File: config.mk
export PLATFORM = sky130hd
export DESIGN_NAME = pmc_perf_monitor
export DESIGN_NICKNAME = d
export VERILOG_FILES = /design/src/common/pmc_pkg.sv /design/src/verilog/pmc_perf_monitor.sv
export SDC_FILE = /design/constraint.sdc
export NUM_CORES = 1
export LEC_CHECK = 0
export BUFFER_PORTS_ARGS = -buffer_cell sky130_fd_sc_hd__buf_2
export CORE_ASPECT_RATIO = 1.1
export CORE_MARGIN = 2
export CORE_UTILIZATION = 35
export CTS_CLUSTER_SIZE = 14
export DETAILED_ROUTE_END_ITERATION = 12
export GPL_TIMING_DRIVEN = 0
export HOLD_SLACK_MARGIN = 0.02
export PLACE_DENSITY_LB_ADDON = 0.25
export SKIP_CTS_REPAIR_TIMING = 1
export SLEW_MARGIN = 20
export SYNTH_ARGS = -nofsm -noshare
export SYNTH_HDL_FRONTEND = slang
export SYNTH_SLANG_ARGS = --single-unit
export TNS_END_PERCENT = 1
File: constraint.sdc
create_clock -name clk_i -period 2.7 [get_ports clk_i]
set_input_delay 0.54 -clock clk_i [delete_from_list [all_inputs] [get_ports clk_i]]
set_output_delay 0.54 -clock clk_i [all_outputs]
set_load 0.03 [all_outputs]
File: src/common/pmc_pkg.sv
/*
 * Package of the T1/J1 performance monitor counter block: register indices,
 * field positions, counter limits, link event carriers and the state record.
 * Assumes one 10 MHz system clock shared with the framers that feed events.
 */
`default_nettype none
package pmc_pkg;
   localparam int NUM_LINKS = 4;
   // Printed offsets are word indices; byte address is four times the index
   localparam logic [9:0] IDX_ACCESS_SELECT = 10'h00E;
   localparam logic [9:0] IDX_ACCESS_READBACK = 10'h00F;
   localparam logic [7:0] IDX_UPDATE_CONTROL = 8'hC2;
   localparam logic [7:0] IDX_IRQ_ENABLE_LOW = 8'hC3;
   localparam logic [7:0] IDX_IRQ_ENABLE_HIGH = 8'hC4;
   localparam logic [7:0] IDX_FLAGS_LOW = 8'hC5;
   localparam logic [7:0] IDX_FLAGS_HIGH = 8'hC6;
   // Select register fields
   localparam int SEL_CNT_LSB = 0;
   localparam int SEL_LINK_LSB = 4;
   // Update control fields
   localparam int CTRL_MANUAL_BIT = 0;
   localparam int CTRL_AUTO_BIT = 1;
   // Overflow bit positions; bit 6 is bit 0 of the high register
   localparam int OVF_DDS = 0;
   localparam int OVF_CRC6 = 1;
   localparam int OVF_PATTERN = 2;
   localparam int OVF_SYNC_LOSS = 3;
   localparam int OVF_POSITION = 4;
   localparam int OVF_FRAMING = 5;
   localparam int OVF_LINE_CODE = 6;
   localparam int NUM_OVF = 7;
   // Counter selection codes
   localparam logic [3:0] SEL_CRC6_LO = 4'h0;
   localparam logic [3:0] SEL_CRC6_HI = 4'h1;
   localparam logic [3:0] SEL_FRAMING_LO = 4'h2;
   localparam logic [3:0] SEL_FRAMING_HI = 4'h3;
   localparam logic [3:0] SEL_POSITION = 4'h4;
   localparam logic [3:0] SEL_SYNC_LOSS = 4'h5;
   localparam logic [3:0] SEL_PATTERN_LO = 4'h6;
   localparam logic [3:0] SEL_PATTERN_HI = 4'h7;
   localparam logic [3:0] SEL_LINE_CODE_LO = 4'h8;
   localparam logic [3:0] SEL_LINE_CODE_HI = 4'h9;
   localparam logic [3:0] SEL_DDS_LO = 4'hA;
   localparam logic [3:0] SEL_DDS_HI = 4'hB;
   // Counter ceilings
   localparam logic [15:0] LINE_CODE_MAX = 16'hFFFF;
   localparam logic [15:0] FRAMING_MAX = 16'h0FFF;
   localparam logic [15:0] CRC6_MAX = 16'h03FF;
   localparam logic [15:0] DDS_MAX = 16'h03FF;
   localparam logic [15:0] POSITION_MAX = 16'h0007;
   localparam logic [15:0] SYNC_LOSS_MAX = 16'h001F;
   localparam logic [15:0] PATTERN_MAX = 16'hFFFF;
   // One-second tick
   localparam longint SECOND_NS = 1000000000;
   localparam longint CLK_PERIOD_NS = 100;
   localparam int SECOND_CYCLES = int'(SECOND_NS / CLK_PERIOD_NS);
   localparam logic [7:0] RESET_BYTE = 8'h00;

   typedef enum logic [1:0] {
      PMC_FMT_SF,
      PMC_FMT_ESF,
      PMC_FMT_DM,
      PMC_FMT_SLC96
   } pmc_format_e;

   typedef struct packed {
      pmc_format_e format;
      logic j1_mode;
   } pmc_link_cfg_s;

   // One-cycle event pulses from framer, decoder and pattern receiver
   typedef struct packed {
      logic line_code;
      logic framing;
      logic crc6;
      logic dds;
      logic position;
      logic sync_loss;
      logic pattern;
   } pmc_event_s;

   typedef struct packed {
      logic [15:0] line_code_violation_count;
      logic [11:0] framing_error_count;
      logic [9:0] crc6_error_count;
      logic [9:0] dds_pattern_error_count;
      logic [2:0] frame_position_change_count;
      logic [4:0] sync_loss_count;
      logic [15:0] pattern_receiver_error_count;
   } pmc_counters_s;

   typedef struct packed {
      pmc_counters_s [NUM_LINKS-1:0] cnt;
      logic [NUM_LINKS-1:0][NUM_OVF-1:0] ovf_flags;
      logic [NUM_LINKS-1:0][NUM_OVF-1:0] ovf_irq_on;
      logic [NUM_LINKS-1:0] manual_transfer_bit;
      logic [NUM_LINKS-1:0] auto_transfer_bit;
      logic [1:0] link_choice;
      logic [3:0] cnt_choice;
      logic [7:0] readback;
      logic [7:0] prdata;
      logic err;
      logic ready;
      logic [23:0] sec_cnt;
   } pmc_state_s;
endpackage
`default_nettype wire

File: src/verilog/pmc_perf_monitor.sv
/*
 * T1/J1 performance monitor: per-link saturating event counters read
 * indirectly through an APB register window, with one-second or manual
 * transfer-and-clear and overflow flags gated onto a level interrupt.
 * Assumes event pulses and link configuration come from logic on clk_i.
 */
`default_nettype none
// Function
// - Overflow sets flag; interrupt only when enabled
// - Counters reachable only through indirect window
// - Selected counter byte copied to readback
// - Auto bit copies selected counter each second
// - Manual bit rising edge copies immediately
// - Transfer clears all counters of selected link
// - Events during transfer are never lost
// - Counted events depend on link framing format
// - Sixteen-bit line code violation counter
// - Twelve-bit framing error counter
// - CRC-6 counter active in ESF only
// - DDS counter active in T1 DM only
// - Three-bit frame position change counter
// - Five-bit sync loss counter
// - Sixteen-bit pattern receiver error counter
// - Fixed selection codes map counter bytes
module pmc_perf_monitor #(
   parameter int SEC_CYCLES = pmc_pkg::SECOND_CYCLES
) (
   input wire logic clk_i,
   input wire logic rst_n_i,
   input wire logic psel_i,
   input wire logic penable_i,
   input wire logic pwrite_i,
   input wire logic [11:0] paddr_i,
   input wire logic [31:0] pwdata_i,
   output logic [31:0] prdata_o,
   output logic pready_o,
   output logic pslverr_o,
   input wire pmc_pkg::pmc_event_s [pmc_pkg::NUM_LINKS-1:0] events_i,
   input wire pmc_pkg::pmc_link_cfg_s [pmc_pkg::NUM_LINKS-1:0] link_cfg_i,
   output logic irq_o
);
   import pmc_pkg::*;

   pmc_state_s q;
   pmc_state_s n;

   localparam logic [23:0] SEC_LAST = 24'(SEC_CYCLES - 1);

   // Saturating step; bit 16 marks an overflow attempt
   function automatic logic [16:0] pmc_step(input logic [15:0] v, input logic [15:0] mx,
                                            input logic ev, input logic clr);
      logic [16:0] r;
      r = {1'b0, v};
      if (clr) begin
         r = {16'h0000, ev};
      end else if (ev) begin
         if (v == mx) begin
            r = {1'b1, v};
         end else begin
            r = {1'b0, v + 16'h0001};
         end
      end
      return r;
   endfunction

   // Byte view of one counter by selection code
   function automatic logic [7:0] pmc_byte(input pmc_counters_s c, input logic [3:0] code);
      logic [7:0] b;
      b = 8'h00;
      case (code)
         SEL_CRC6_LO: b = c.crc6_error_count[7:0];
         SEL_CRC6_HI: b = {6'h00, c.crc6_error_count[9:8]};
         SEL_FRAMING_LO: b = c.framing_error_count[7:0];
         SEL_FRAMING_HI: b = {4'h0, c.framing_error_count[11:8]};
         SEL_POSITION: b = {5'h00, c.frame_position_change_count};
         SEL_SYNC_LOSS: b = {3'h0, c.sync_loss_count};
         SEL_PATTERN_LO: b = c.pattern_receiver_error_count[7:0];
         SEL_PATTERN_HI: b = c.pattern_receiver_error_count[15:8];
         SEL_LINE_CODE_LO: b = c.line_code_violation_count[7:0];
         SEL_LINE_CODE_HI: b = c.line_code_violation_count[15:8];
         SEL_DDS_LO: b = c.dds_pattern_error_count[7:0];
         SEL_DDS_HI: b = {6'h00, c.dds_pattern_error_count[9:8]};
         default: b = 8'h00;
      endcase
      return b;
   endfunction

   logic access;
   logic take;
   logic [9:0] idx;
   logic [1:0] reg_link;
   logic [7:0] reg_off;
   logic global_hit;
   logic link_hit;
   logic hit;
   logic [7:0] rd_byte;
   logic sec_tick;
   logic manual_rise;
   logic transfer;
   logic [NUM_LINKS-1:0] link_clear;
   logic [NUM_LINKS-1:0][NUM_OVF-1:0] ovf_set;
   logic [NUM_OVF-1:0] w1c;

   always_comb begin
      logic [16:0] t;
      logic crc_ev;
      logic dds_ev;
      t = 17'h00000;
      crc_ev = 1'b0;
      dds_ev = 1'b0;
      n = q;
      w1c = '0;

      // APB decode; one wait state so that read data comes from a flop
      access = psel_i & penable_i;
      take = access & q.ready;
      idx = paddr_i[11:2];
      reg_link = idx[9:8];
      reg_off = idx[7:0];
      global_hit = (idx == IDX_ACCESS_SELECT) || (idx == IDX_ACCESS_READBACK);
      link_hit = (reg_off >= IDX_UPDATE_CONTROL) && (reg_off <= IDX_FLAGS_HIGH);
      hit = global_hit | link_hit;

      rd_byte = RESET_BYTE;
      if (idx == IDX_ACCESS_SELECT) begin
         rd_byte = {2'b00, q.link_choice, q.cnt_choice};
      end else if (idx == IDX_ACCESS_READBACK) begin
         rd_byte = q.readback;
      end else begin
         case (reg_off)
            IDX_UPDATE_CONTROL:
               rd_byte = {6'h00, q.auto_transfer_bit[reg_link],
                          q.manual_transfer_bit[reg_link]};
            IDX_IRQ_ENABLE_LOW: rd_byte = {2'b00, q.ovf_irq_on[reg_link][5:0]};
            IDX_IRQ_ENABLE_HIGH: rd_byte = {7'h00, q.ovf_irq_on[reg_link][OVF_LINE_CODE]};
            IDX_FLAGS_LOW: rd_byte = {2'b00, q.ovf_flags[reg_link][5:0]};
            IDX_FLAGS_HIGH: rd_byte = {7'h00, q.ovf_flags[reg_link][OVF_LINE_CODE]};
            default: rd_byte = RESET_BYTE;
         endcase
      end

      if (access && !q.ready) begin
         n.ready = 1'b1;
         n.prdata = rd_byte;
         n.err = ~hit;
      end else begin
         n.ready = 1'b0;
         n.err = 1'b0;
      end

      // Free-running divider shared by all links
      sec_tick = (q.sec_cnt == SEC_LAST);
      n.sec_cnt = sec_tick ? 24'h000000 : q.sec_cnt + 24'h000001;

      manual_rise = 1'b0;
      if (take && pwrite_i && hit) begin
         if (idx == IDX_ACCESS_SELECT) begin
            n.link_choice = pwdata_i[SEL_LINK_LSB +: 2];
            n.cnt_choice = pwdata_i[SEL_CNT_LSB +: 4];
         end else if (!global_hit) begin
            case (reg_off)
               IDX_UPDATE_CONTROL: begin
                  // Any link's control write with a 0 to 1 step triggers
                  manual_rise = pwdata_i[CTRL_MANUAL_BIT]
                                & ~q.manual_transfer_bit[reg_link];
                  n.manual_transfer_bit[reg_link] = pwdata_i[CTRL_MANUAL_BIT];
                  n.auto_transfer_bit[reg_link] = pwdata_i[CTRL_AUTO_BIT];
               end
               IDX_IRQ_ENABLE_LOW: n.ovf_irq_on[reg_link][5:0] = pwdata_i[5:0];
               IDX_IRQ_ENABLE_HIGH: n.ovf_irq_on[reg_link][OVF_LINE_CODE] = pwdata_i[0];
               IDX_FLAGS_LOW: w1c[5:0] = pwdata_i[5:0];
               IDX_FLAGS_HIGH: w1c[OVF_LINE_CODE] = pwdata_i[0];
               default: w1c = '0;
            endcase
         end
      end

      // Manual works whatever the auto bit holds
      transfer = manual_rise
                 | (sec_tick & q.auto_transfer_bit[q.link_choice]);
      if (transfer) begin
         n.readback = pmc_byte(q.cnt[q.link_choice], q.cnt_choice);
      end

      for (int l = 0; l < NUM_LINKS; l++) begin
         link_clear[l] = transfer && (q.link_choice == 2'(l));
         crc_ev = events_i[l].crc6
                  & (link_cfg_i[l].format == PMC_FMT_ESF);
         dds_ev = events_i[l].dds & (link_cfg_i[l].format == PMC_FMT_DM)
                  & ~link_cfg_i[l].j1_mode;

         t = pmc_step(q.cnt[l].line_code_violation_count, LINE_CODE_MAX,
                      events_i[l].line_code, link_clear[l]);
         n.cnt[l].line_code_violation_count = t[15:0];
         ovf_set[l][OVF_LINE_CODE] = t[16];

         t = pmc_step(16'(q.cnt[l].framing_error_count), FRAMING_MAX,
                      events_i[l].framing, link_clear[l]);
         n.cnt[l].framing_error_count = t[11:0];
         ovf_set[l][OVF_FRAMING] = t[16];

         t = pmc_step(16'(q.cnt[l].crc6_error_count), CRC6_MAX, crc_ev, link_clear[l]);
         n.cnt[l].crc6_error_count = t[9:0];
         ovf_set[l][OVF_CRC6] = t[16];

         t = pmc_step(16'(q.cnt[l].dds_pattern_error_count), DDS_MAX, dds_ev, link_clear[l]);
         n.cnt[l].dds_pattern_error_count = t[9:0];
         ovf_set[l][OVF_DDS] = t[16];

         t = pmc_step(16'(q.cnt[l].frame_position_change_count), POSITION_MAX,
                      events_i[l].position, link_clear[l]);
         n.cnt[l].frame_position_change_count = t[2:0];
         ovf_set[l][OVF_POSITION] = t[16];

         t = pmc_step(16'(q.cnt[l].sync_loss_count), SYNC_LOSS_MAX,
                      events_i[l].sync_loss, link_clear[l]);
         n.cnt[l].sync_loss_count = t[4:0];
         ovf_set[l][OVF_SYNC_LOSS] = t[16];

         t = pmc_step(q.cnt[l].pattern_receiver_error_count, PATTERN_MAX,
                      events_i[l].pattern, link_clear[l]);
         n.cnt[l].pattern_receiver_error_count = t[15:0];
         ovf_set[l][OVF_PATTERN] = t[16];

         // Set wins over a simultaneous write-one clear
         if (take && pwrite_i && !global_hit && (reg_link == 2'(l))) begin
            n.ovf_flags[l] = (q.ovf_flags[l] & ~w1c) | ovf_set[l];
         end else begin
            n.ovf_flags[l] = q.ovf_flags[l] | ovf_set[l];
         end
      end
   end

   always_ff @(posedge clk_i or negedge rst_n_i) begin
      if (!rst_n_i) begin
         q <= '0;
      end else begin
         q <= n;
      end
   end

   assign prdata_o = {24'h000000, q.prdata};
   assign pready_o = q.ready;
   assign pslverr_o = q.ready & q.err;
   assign irq_o = |(q.ovf_flags & q.ovf_irq_on);

endmodule
`default_nettype wire
==> qor.yml, run 1 <==
run_status:
  status: "finished with violations"
  violations: "negative setup slack"
die:
  die_w_um: 248
  design.die.area_mm2: 0.0675
  initial_utilization_pct: 35.3
  pin_count: 124
  coreArea_mm2: 0.0649
  rows: 98
  die_h_um: 272
synth:
  ys_top_cells_by_area: "dfrtp_1 44%, mux4_2 8.1%, nor2_1 5.4%, xor2_1 5.2%, xnor2_1 3.3%"
  ys_async_sr_fraction_pct: 100
  yosysTopAreaCell: "dfrtp_1"
  syn-cell-area_mm2: 0.0229
  synth_cell_types: 85
  synth_edf_count: 0
  syn_avg_cell_area_um2: 10.2
  ys.flop_type: "dfrtp_1"
  synth-seq-cells: 400
  synth_cells: 2247
  synth_seq_area_share_pct: 43.7
  yosysWarnings: 0
  netlist.area_leader.share_pct: 43.7
power_and_ir_drop:
  p_sw_mw: 6.09
  power_density_mw_per_mm2: 719
  switching_share_pct: 31.7
  internal-power_mw: 13.1
  p_total_mw: 19.2
  clkPwrFrac_pct: 36.9
  p_leak_nw: 11.4
  ir_worst_vdd_v: 0.000475
  p_comb_share_pct: 17.9
  p_seq_share_pct: 45.3
worst_setup_path:
  worstReg2RegEnd: "q[202]"
  cp-start-kind: "primary input"
  endpoint: "q[90]"
  crit_arrival_ns: 3.25
  cp_data_required_time_ns: 3.06
  critPathKind: "in -> reg"
  crit_fanout: 4
  cp-startpoint: "paddr_i[5]"
  reg2reg_slack_ns: -0.15
  critPathCaptureType: "flop"
  rr_startpoint: "q[55]"
  reg2regPathDepth: 7
layout:
  final_common_cell: "dfrtp_1"
  final_cell_mix: "399 x dfrtp_1, 330 x nor2_1, 151 x nand2_1, 138 x nand3_1, 135 x xor2_1"
  final_util_pct: 41.2
  regArea_mm2: 0.0100
  fin_area_mm2: 0.0267
  fin_cells: 3285
  antenna_cells: 0
  nFillCells: 6223
  drive_above_1_share_pct: 17.6
  final_nets: 2524
  multi_input_area_mm2: 0.0123
  syn2layout_area_growth_pct: 16.5
placed_design:
  portBuffers: 63
  preCtsSetupSlack_ns: -1.32
  dp_hpwl_mm: 59.8
  finalWeightedCongestion: 0.956
  placed_area_mm2: 0.0245
  dp.cells: 3187
sta:
  rsz0062_at_grt: "true"
  finalHoldViolCount: 0
  max_slew_margin_pct: 27.1
  max_freq_mhz: 346
  setup_viol: 90
  post-route-period-util_pct: 107
  fin_ws_ns: -0.192
  min_period_ns: 2.89
  drv_slew: 0
  finalHoldWorstSlack_ns: 0.244
  worst-slew-pin-transition_ns: 1.08
  tns_ns: -7.51
  fin_skew_ns: 0.0112
clock_tree:
  htreeDepth: 2
  clock-sinks: 400
  cts-buffers-inserted: 47
  clkLatencyLatePin_ns: 0.60
  cts.clk_slew.worst_paths_ns: 0.06
  cts_tree: "built"
  clockRootBuffer: "clkbuf_16"
  clk_path_buf_depth: 3
grt:
  antenna_found_initial: 3
  grt_usage_pct: 23.7
  grt_max_degree: 92
  first_global_vias: 18400
  grt_overflow: 0
  grt_pass1_wl_mm: 119
drt:
  viasPerCell: 5.74
  drtPass1Iterations: 5
  initialDrtViolationCount: 1840
  dr_total_vias: 18900
  drtAntennaViolNets: 0
  wirelength_mm: 79.7
  drc_errors: 0
  wl_per_cell_um: 24.3
worst_hold_path:
  hp-class: "in -> reg"
job:
  maxCapViolations: 0
## critical path, stage by stage
cell	delay [ns]
buf_2	0.12
or4b_4	0.57
or2_2	0.33
nor2_1	0.14
nand4_1	0.22
o21ai_0	0.92
o31ai_2	0.39
## area by class of cell
cell class	instances	area share, %
buffer	126	3.31
inverter	41	0.577
clock buffer	67	5.26
tap	850	3.98
multi-input combinational	1700	46.1
sequential	400	37.5
clock inverter	19	1.15
timing repair buffer	82	2.06
## logic make-up after synthesis
logic type / count (synthesis) / share of synthesized area (%)
simple gates: 962 / 21.0
flops: 400 / 43.7
compound gates: 259 / 7.82
xor+xnor: 222 / 8.48
mux: 196 / 13.3
buf+inv: 170 / 3.64
fa+ha+maj: 37 / 2.02
other cells: 1 / 0.0164
## sequential cells by signal, indices dropped and copies added (netlist names)
signal,flops
pready_o,1
q,391
prdata_o,8
## power by group through the flow
stage / Clock, mW / Sequential [mW] / Combinational, mW
2_1_floorplan: 0 / 8.06 / 2.52
3_3_place_gp: 0 / 8.69 / 3.22
3_5_place_dp: 0 / 8.73 / 3.38
4_1_cts: 7.21 / 8.64 / 3.40
5_1_grt: 7.48 / 8.84 / 3.83
6_report: 7.08 / 8.69 / 3.43
## Yosys cell counts, types with 32 or more instances
| cell type | instances |
|---|---|
| inv_1 | 41 |
| buf_4 | 37 |
| nand4_1 | 76 |
| mux2i_1 | 58 |
| clkbuf_1 | 51 |
| mux2_2 | 55 |
| o21ai_0 | 56 |
| ha_1 | 37 |
| mux4_2 | 82 |
| nor3_1 | 40 |
| nor2_1 | 332 |
| and4_1 | 34 |
| nand3_1 | 140 |
| xor2_1 | 135 |
| buf_2 | 32 |
| dfrtp_1 | 400 |
| and3_1 | 51 |
| a21oi_1 | 70 |
| nand2_1 | 151 |
| xnor2_1 | 87 |
## metal layers
metal / vias up / global-route usage [%] / share of wire (%)
li1: 8401 / - / -
met1: 9596 / 31.8 / 41
met2: 693 / 37.9 / 47
met3: 165 / 4.05 / 7.4
met4: 6 / 9.66 / 4.3
met5: - / 0 / 0.049
## worst min-delay path by stage
| stage | depth (start not counted) | start | to | slack, ns |
|---|---|---|---|---|
| finish | 2 | events_i[1] | q[87] | 0.24 |
| global route | 2 | events_i[9] | q[95] | 0.24 |
| CTS | 1 | rst_n_i | q[5] | -0.05 |
| detailed placement | 1 | q[6] | q[6] | 0.47 |
| global placement | 1 | q[6] | q[6] | 0.46 |
| floorplan | 0 | rst_n_i | prdata_o[0] | 0.24 |
Note: power is estimated with default switching activity, not from simulation.
==> run 2: changes to the inputs <==
Settings changed: ABC_AREA set to 1.
==> qor.yml, run 2 <==
clock_tree:
  cts_tree: "built"  # unchanged
  htreeDepth: 2  # unchanged
  cts.clk_slew.worst_paths_ns: 0.06  # about the same
  clk_path_buf_depth: 3  # unchanged
  clock-sinks: 400  # unchanged
  clockRootBuffer: "clkbuf_16"  # unchanged
  clkLatencyLatePin_ns: 0.60  # about the same
  cts-buffers-inserted: 48  # was 47
worst_setup_path:
  worstReg2RegEnd: "q[41]"  # was q[202]
  crit_fanout: 10  # was 4
  reg2reg_slack_ns: -0.06  # was -0.15 ns
  critPathCaptureType: "flop"  # unchanged
  crit_arrival_ns: 3.22  # was 3.25 ns
  critPathKind: "reg -> reg"  # was in -> reg
  max_stage_delay_ns: 0.51  # was 0.92 ns
  reg2regPathDepth: 8  # was 7
  critPathSlowestCell: "dfrtp_1"  # was o21ai_0
  cp_cell_sequence: "inv_2 > nand2_2 > clkbuf_2 > o22ai_1 > o21ai_0 > nand4_1 > o21ai_0 > nand2_1"  # was buf_2 > or4b_4 > or2_2 > nor2_1 > nand4_1 > o21ai_0 > o31ai_2
  rr_startpoint: "q[47]"  # was q[55]
  cp-start-kind: "flop"  # was primary input
  path_common_cell: "o21ai_0"
  cp_data_required_time_ns: 3.16  # was 3.06 ns
synth:
  synth_compound_area_share_pct: 11.8  # was 7.82%
  syn_avg_cell_area_um2: 7.15  # was 10.2 um2
  ys_top_cells_by_count: "859 x nand2_1, 400 x dfrtp_1, 397 x nor2_1"  # was 400 x dfrtp_1, 332 x nor2_1, 151 x nand2_1
  netlist.area_leader.share_pct: 41.6  # was 43.7%
  synth_cell_types: 48  # was 85
  ys.flop_type: "dfrtp_1"  # unchanged
  synth-seq-cells: 400  # unchanged
  yosysWarnings: 0  # unchanged
  ys_top_cells_by_area: "dfrtp_1 42%, nand2_1 13%, nor2_1 6.2%, inv_1 6.2%, nand3_1 5.4%"  # was dfrtp_1 44%, mux4_2 8.1%, nor2_1 5.4%, xor2_1 5.2%, xnor2_1 3.3%
  synth_cells: 3362  # was 2247
  yosys.area_share.simple_pct: 31.4  # was 21.0%
  syn-cell-area_mm2: 0.0241  # was 0.0229 mm2
  yosysTopAreaCell: "dfrtp_1"  # unchanged
  synth_edf_count: 0  # unchanged
  synth_seq_area_share_pct: 41.6  # was 43.7%
  synthMuxAreaShare_pct: 0  # was 13.3%
  synth.most_common_cell: "nand2_1"  # was dfrtp_1
  yosys.area_share.xor_xnor_pct: 4.19  # was 8.48%
  ys_async_sr_fraction_pct: 100  # unchanged
  synth_adder_area_share_pct: 1.92  # was 2.02%
  synth_top_family_by_area: "simple AND/OR/NAND/NOR gates"  # unchanged
layout:
  final_util_pct: 40.6  # was 41.2%
  final_common_cell: "nand2_1"  # was dfrtp_1
  regMostFlops: "q"  # unchanged
  final_nets: 3643  # was 2524
  drive_above_1_share_pct: 8.23  # was 17.6%
  nFillCells: 7163  # was 6223
  fin_area_mm2: 0.0275  # was 0.0267 mm2
  fin_cells: 4467  # was 3285
  final_cell_mix: "854 x nand2_1, 399 x dfrtp_1, 395 x inv_1, 393 x nor2_1, 258 x nand3_1"  # was 399 x dfrtp_1, 330 x nor2_1, 151 x nand2_1, 138 x nand3_1, 135 x xor2_1
  largest_register_ffs: 391  # unchanged
  syn2layout_area_growth_pct: 14.3  # was 16.5%
die:
  rows: 100  # was 98
  design.die.area_mm2: 0.0708  # was 0.0675 mm2
  pin_count: 124  # unchanged
  die_h_um: 279  # was 272 um
  initial_utilization_pct: 35.5  # was 35.3%
  coreArea_mm2: 0.0678  # was 0.0649 mm2
  die_w_um: 254  # was 248 um
power_and_ir_drop:
  p_seq_share_pct: 45.1  # was 45.3%
  ir_worst_vdd_v: 0.000426  # was 0.000475 V
  switching_share_pct: 35.6  # was 31.7%
  p_comb_share_pct: 22.3  # was 17.9%
  clkPwrFrac_pct: 32.6  # was 36.9%
  internal-power_mw: 12.6  # was 13.1 mW
  p_sw_mw: 6.95  # was 6.09 mW
  p_leak_nw: 13.6  # was 11.4 nW
  power_density_mw_per_mm2: 709  # was 719 mW/mm2
sta:
  worst-slew-pin-transition_ns: 1.05  # was 1.08 ns
  max_slew_margin_pct: 29.5  # was 27.1%
  min_period_ns: 2.76  # was 2.89 ns
  setup_viol: 1  # was 90
  finalHoldViolCount: 0  # unchanged
  tns_ns: -0.0567  # was -7.51 ns
  finalHoldWorstSlack_ns: 0.201  # was 0.244 ns
  max_freq_mhz: 363  # was 346 MHz
  fin_ws_ns: -0.0567  # was -0.192 ns
  post-route-period-util_pct: 102  # was 107%
  drv_slew: 0  # unchanged
  fin_skew_ns: 0.0190  # was 0.0112 ns
  rsz0062_at_grt: "false"  # was true
drt:
  initialDrtViolationCount: 2478  # was 1840
  viasPerCell: 5.32  # was 5.74
  met3_wirelength_mm: 6.44  # was 5.91 mm
  drtAntennaViolNets: 0  # unchanged
  dr_total_vias: 23800  # was 18.9k
  wl_per_cell_um: 20.4  # was 24.3 um
  wl_met1_mm: 37.8  # was 33.0 mm
  drtPass1Iterations: 6  # was 5
  highest_layer: "met5"  # unchanged
  wirelength_mm: 91.0  # was 79.7 mm
  wl_met2_mm: 41.4  # was 37.3 mm
  drc_errors: 0  # unchanged
worst_hold_path:
  hp-start: "events_i[9]"  # was events_i[1]
  whs_endpoint: "q[205]"  # was q[87]
  whs_path_depth: 3  # was 2
  hp-class: "in -> reg"  # unchanged
placed_design:
  dp.cells: 4378  # was 3187
  placed_area_mm2: 0.0258  # was 0.0245 mm2
  dp_hpwl_mm: 69.5  # was 59.8 mm
  portBuffers: 69  # was 63
  finalWeightedCongestion: 0.988  # was 0.956
grt:
  first_global_vias: 22000  # was 18.4k
  grt_pass1_wl_mm: 136  # was 119 mm
  grt_usage_pct: 25.5  # was 23.7%
  antenna_found_initial: 4  # was 3
  grt_max_degree: 97  # was 92
  grt_overflow: 0  # unchanged
run_status:
  status: "finished with violations"  # unchanged
  violations: "negative setup slack"  # unchanged
job:
  maxCapViolations: 0  # unchanged
## run 2: layer usage
metal | track usage, % | vias to the layer above
li1 | - | 11300
met3 | 3.00 | 228
met5 | 0 | -
met4 | 13.1 | 2
met1 | 33.8 | 11300
met2 | 40.8 | 985
## run 2: critical path: cells and delay by family, from the launching register on
kind | cells | cell delay (ns)
AO/OA/AOI/OAI | 3 | 1.00
buffers and inverters | 2 | 0.56
AND/OR/NAND/NOR | 3 | 0.56
flip-flops | 1 | 0.51
## run 2: through the flow
step                power, mW  setup slack, ns
CTS                      19.6           -0.429
finish                   19.5          -0.0567
detailed placement       13.1           -0.950
global placement         13.1            -7.43
floorplan                11.5            0.682
global route             20.6          0.00482
## run 2: cell families after synthesis
kind of cell / count (synthesis)
other cells: 1
flops: 400
simple gates: 1770
compound gates: 507
fa+ha+maj: 37
xor+xnor: 115
buf+inv: 532
## run 2: how the worst max path moves through the flow
stage / depth (start not counted) / to / from / slack, ns
2_1_floorplan: 9 / q[59] / paddr_i[7] / 0.68
3_3_place_gp: 1 / q[251] / rst_n_i / -7.43
3_5_place_dp: 10 / q[89] / paddr_i[10] / -0.95
4_1_cts: 9 / q[382] / q[47] / -0.43
5_1_grt: 11 / q[36] / q[47] / 0.005
6_report: 8 / q[41] / q[47] / -0.06
## run 2: final cells by class
| class | instances | area (um2) | share of cell area [%] |
|---|---|---|---|
| multi-input combinational | 2453 | 12000 | 43.7 |
| sequential | 400 | 10000 | 36.4 |
| inverter | 408 | 1530 | 5.57 |
| clock buffer | 65 | 1390 | 5.04 |
| tap | 918 | 1150 | 4.18 |
| buffer | 124 | 718 | 2.61 |
| timing repair buffer | 82 | 581 | 2.11 |
| clock inverter | 16 | 113 | 0.409 |
| antenna | 1 | 2.50 | 0.00910 |
## run 2: power groups by stage
stage | logic [mW] | registers [mW] | clock network [mW]
2_1_floorplan | 3.19 | 8.33 | 0
3_3_place_gp | 4.23 | 8.83 | 0
3_5_place_dp | 4.31 | 8.83 | 0
4_1_cts | 4.33 | 8.74 | 6.49
5_1_grt | 4.97 | 8.95 | 6.73
6_report | 4.36 | 8.79 | 6.36
==> run 3: changes to the inputs <==
==> constraint.sdc (replaced) <==
create_clock -name clk_i -period 2.7 [get_ports clk_i]
set_input_delay 0.675 -clock clk_i [delete_from_list [all_inputs] [get_ports clk_i]]
set_output_delay 0.675 -clock clk_i [all_outputs]
set_load 0.03 [all_outputs]
==> qor.yml, run 3 (same netlist as run 2, synthesis figures left out) <==
sta:
  setup_viol: 2  # was 1
  drv_slew: 0  # unchanged
  worst-slew-pin-transition_ns: 1.05  # about the same
  max_freq_mhz: 365  # was 363 MHz
  fin_skew_ns: 0.0191  # was 0.0190 ns
  min_period_ns: 2.74  # was 2.76 ns
  post-route-period-util_pct: 101  # was 102%
  rsz0062_at_grt: "true"  # was false
  max_slew_margin_pct: 29.6  # was 29.5%
  fin_ws_ns: -0.0365  # was -0.0567 ns
  finalHoldViolCount: 0  # unchanged
  tns_ns: -0.0463  # was -0.0567 ns
die:
  die_h_um: 279  # unchanged
  rows: 100  # unchanged
  coreArea_mm2: 0.0678  # unchanged
  initial_utilization_pct: 35.5  # unchanged
  design.die.area_mm2: 0.0708  # unchanged
  pin_count: 124  # unchanged
  die_w_um: 254  # unchanged
layout:
  regMostFlops: "q"  # unchanged
  final_common_cell: "nand2_1"  # unchanged
  final_cell_mix: "854 x nand2_1, 399 x dfrtp_1, 396 x inv_1, 393 x nor2_1, 258 x nand3_1"  # was 854 x nand2_1, 399 x dfrtp_1, 395 x inv_1, 393 x nor2_1, 258 x nand3_1
  syn2layout_area_growth_pct: 14.1  # was 14.3%
  largest_register_ffs: 391  # unchanged
  drive_above_1_share_pct: 8.12  # was 8.23%
  fin_area_mm2: 0.0275  # about the same
  fin_cells: 4464  # was 4467
  final_nets: 3640  # was 3643
  final_util_pct: 40.5  # was 40.6%
grt:
  grt_overflow: 0  # unchanged
  first_global_vias: 22000  # unchanged
  grt_max_degree: 97  # unchanged
  grt_pass1_wl_mm: 136  # unchanged
  grt_usage_pct: 25.5  # unchanged
  antenna_found_initial: 4  # unchanged
power_and_ir_drop:
  power_density_mw_per_mm2: 711  # was 709 mW/mm2
  internal-power_mw: 12.6  # about the same
  p_seq_share_pct: 45.0  # was 45.1%
  ir_worst_vdd_v: 0.000425  # was 0.000426 V
  p_sw_mw: 6.97  # was 6.95 mW
  clkPwrFrac_pct: 32.6  # about the same
  p_leak_nw: 13.6  # about the same
  p_comb_share_pct: 22.3  # about the same
  switching_share_pct: 35.7  # was 35.6%
worst_setup_path:
  cp-start-kind: "flop"  # unchanged
  reg2reg_slack_ns: -0.04  # was -0.06 ns
  critPathKind: "reg -> reg"  # unchanged
  cp.depth: 8  # unchanged
  reg2regPathDepth: 8  # unchanged
  crit_arrival_ns: 3.20  # was 3.22 ns
  cp_data_required_time_ns: 3.16  # about the same
  path_common_cell: "o21ai_0"  # unchanged
  cp_top_family: "compound AO/OA/AOI/OAI gates"  # unchanged
  critPathSlowestCell: "dfrtp_1"  # unchanged
  cp_num_buf_inv: 2  # unchanged
  crit_fanout: 10  # unchanged
  rr_startpoint: "q[47]"  # unchanged
  worstReg2RegEnd: "q[41]"  # unchanged
  critPathCaptureType: "flop"  # unchanged
  cp_cell_sequence: "nor2_2 > inv_1 > buf_2 > o22ai_1 > o21ai_0 > nand4_1 > o21ai_0 > nand2_1"  # was inv_2 > nand2_2 > clkbuf_2 > o22ai_1 > o21ai_0 > nand4_1 > o21ai_0 > nand2_1
  max_stage_delay_ns: 0.50  # was 0.51 ns
drt:
  initialDrtViolationCount: 2425  # was 2478
  drtAntennaViolNets: 0  # unchanged
  wl_per_cell_um: 20.4  # about the same
  drtPass1Iterations: 6  # unchanged
  dr_total_vias: 23800  # about the same
  viasPerCell: 5.33  # was 5.32
  wirelength_mm: 91.1  # was 91.0 mm
  drc_errors: 0  # unchanged
run_status:
  status: "finished with violations"  # unchanged
  violations: "negative setup slack"  # unchanged
clock_tree:
  clk_path_buf_depth: 3  # unchanged
  cts-buffers-inserted: 48  # unchanged
  clockRootBuffer: "clkbuf_16"  # unchanged
  cts.clk_slew.worst_paths_ns: 0.06  # about the same
  clock-sinks: 400  # unchanged
  htreeDepth: 2  # unchanged
  cts_tree: "built"  # unchanged
  clkLatencyLatePin_ns: 0.60  # about the same
worst_hold_path:
  hp-class: "in -> async"  # was in -> reg
placed_design:
  dp.cells: 4378  # unchanged
  placed_area_mm2: 0.0258  # unchanged
  finalWeightedCongestion: 0.988  # unchanged
  dp_hpwl_mm: 69.5  # unchanged
  portBuffers: 69  # unchanged
job:
  maxCapViolations: 0  # unchanged
## run 3: per-layer routing
metal	wire length [um]	GRT usage [%]	part of all wire (%)
met2	41300	40.8	45
met4	5370	13.1	5.9
met5	13	0	0.014
met1	38000	33.8	42
met3	6360	3.00	7.0
## run 3: per-stage QoR
stage	hold WS, ns	worst slack [ns]	total power, mW
after CTS	0.0216	-0.463	19.6
after global placement	0.469	-7.57	13.1
final	0.0153	-0.0365	19.5
after detailed placement	0.471	-1.08	13.1
after global routing	0.0571	-0.0568	20.6
after floorplan	0.379	0.547	11.5
## run 3: worst max-delay path by stage
stage / slack, ns / end / startpoint
after floorplan: 0.55 / q[59] / paddr_i[7]
after global placement: -7.57 / q[251] / rst_n_i
after detailed placement: -1.08 / q[89] / paddr_i[10]
after CTS: -0.46 / q[89] / paddr_i[10]
after global routing: -0.06 / irq_o / q[59]
final: -0.04 / q[41] / q[47]
## run 3: area by class of cell
class | count | area [um2]
fill | 7169 | 40400
multi-input combinational | 2453 | 12000
sequential | 400 | 10000
inverter | 408 | 1530
tap | 918 | 1150
timing repair buffer | 79 | 543
clock buffer | 65 | 1390
buffer | 124 | 716
clock inverter | 16 | 113
antenna | 1 | 2.50
## run 3: power by group through the flow
stage / combinational (mW) / sequential [mW] / clock, mW
after global routing: 4.97 / 8.95 / 6.73
after detailed placement: 4.31 / 8.83 / 0
after CTS: 4.33 / 8.74 / 6.49
final: 4.36 / 8.79 / 6.37
after floorplan: 3.19 / 8.33 / 0
after global placement: 4.23 / 8.83 / 0
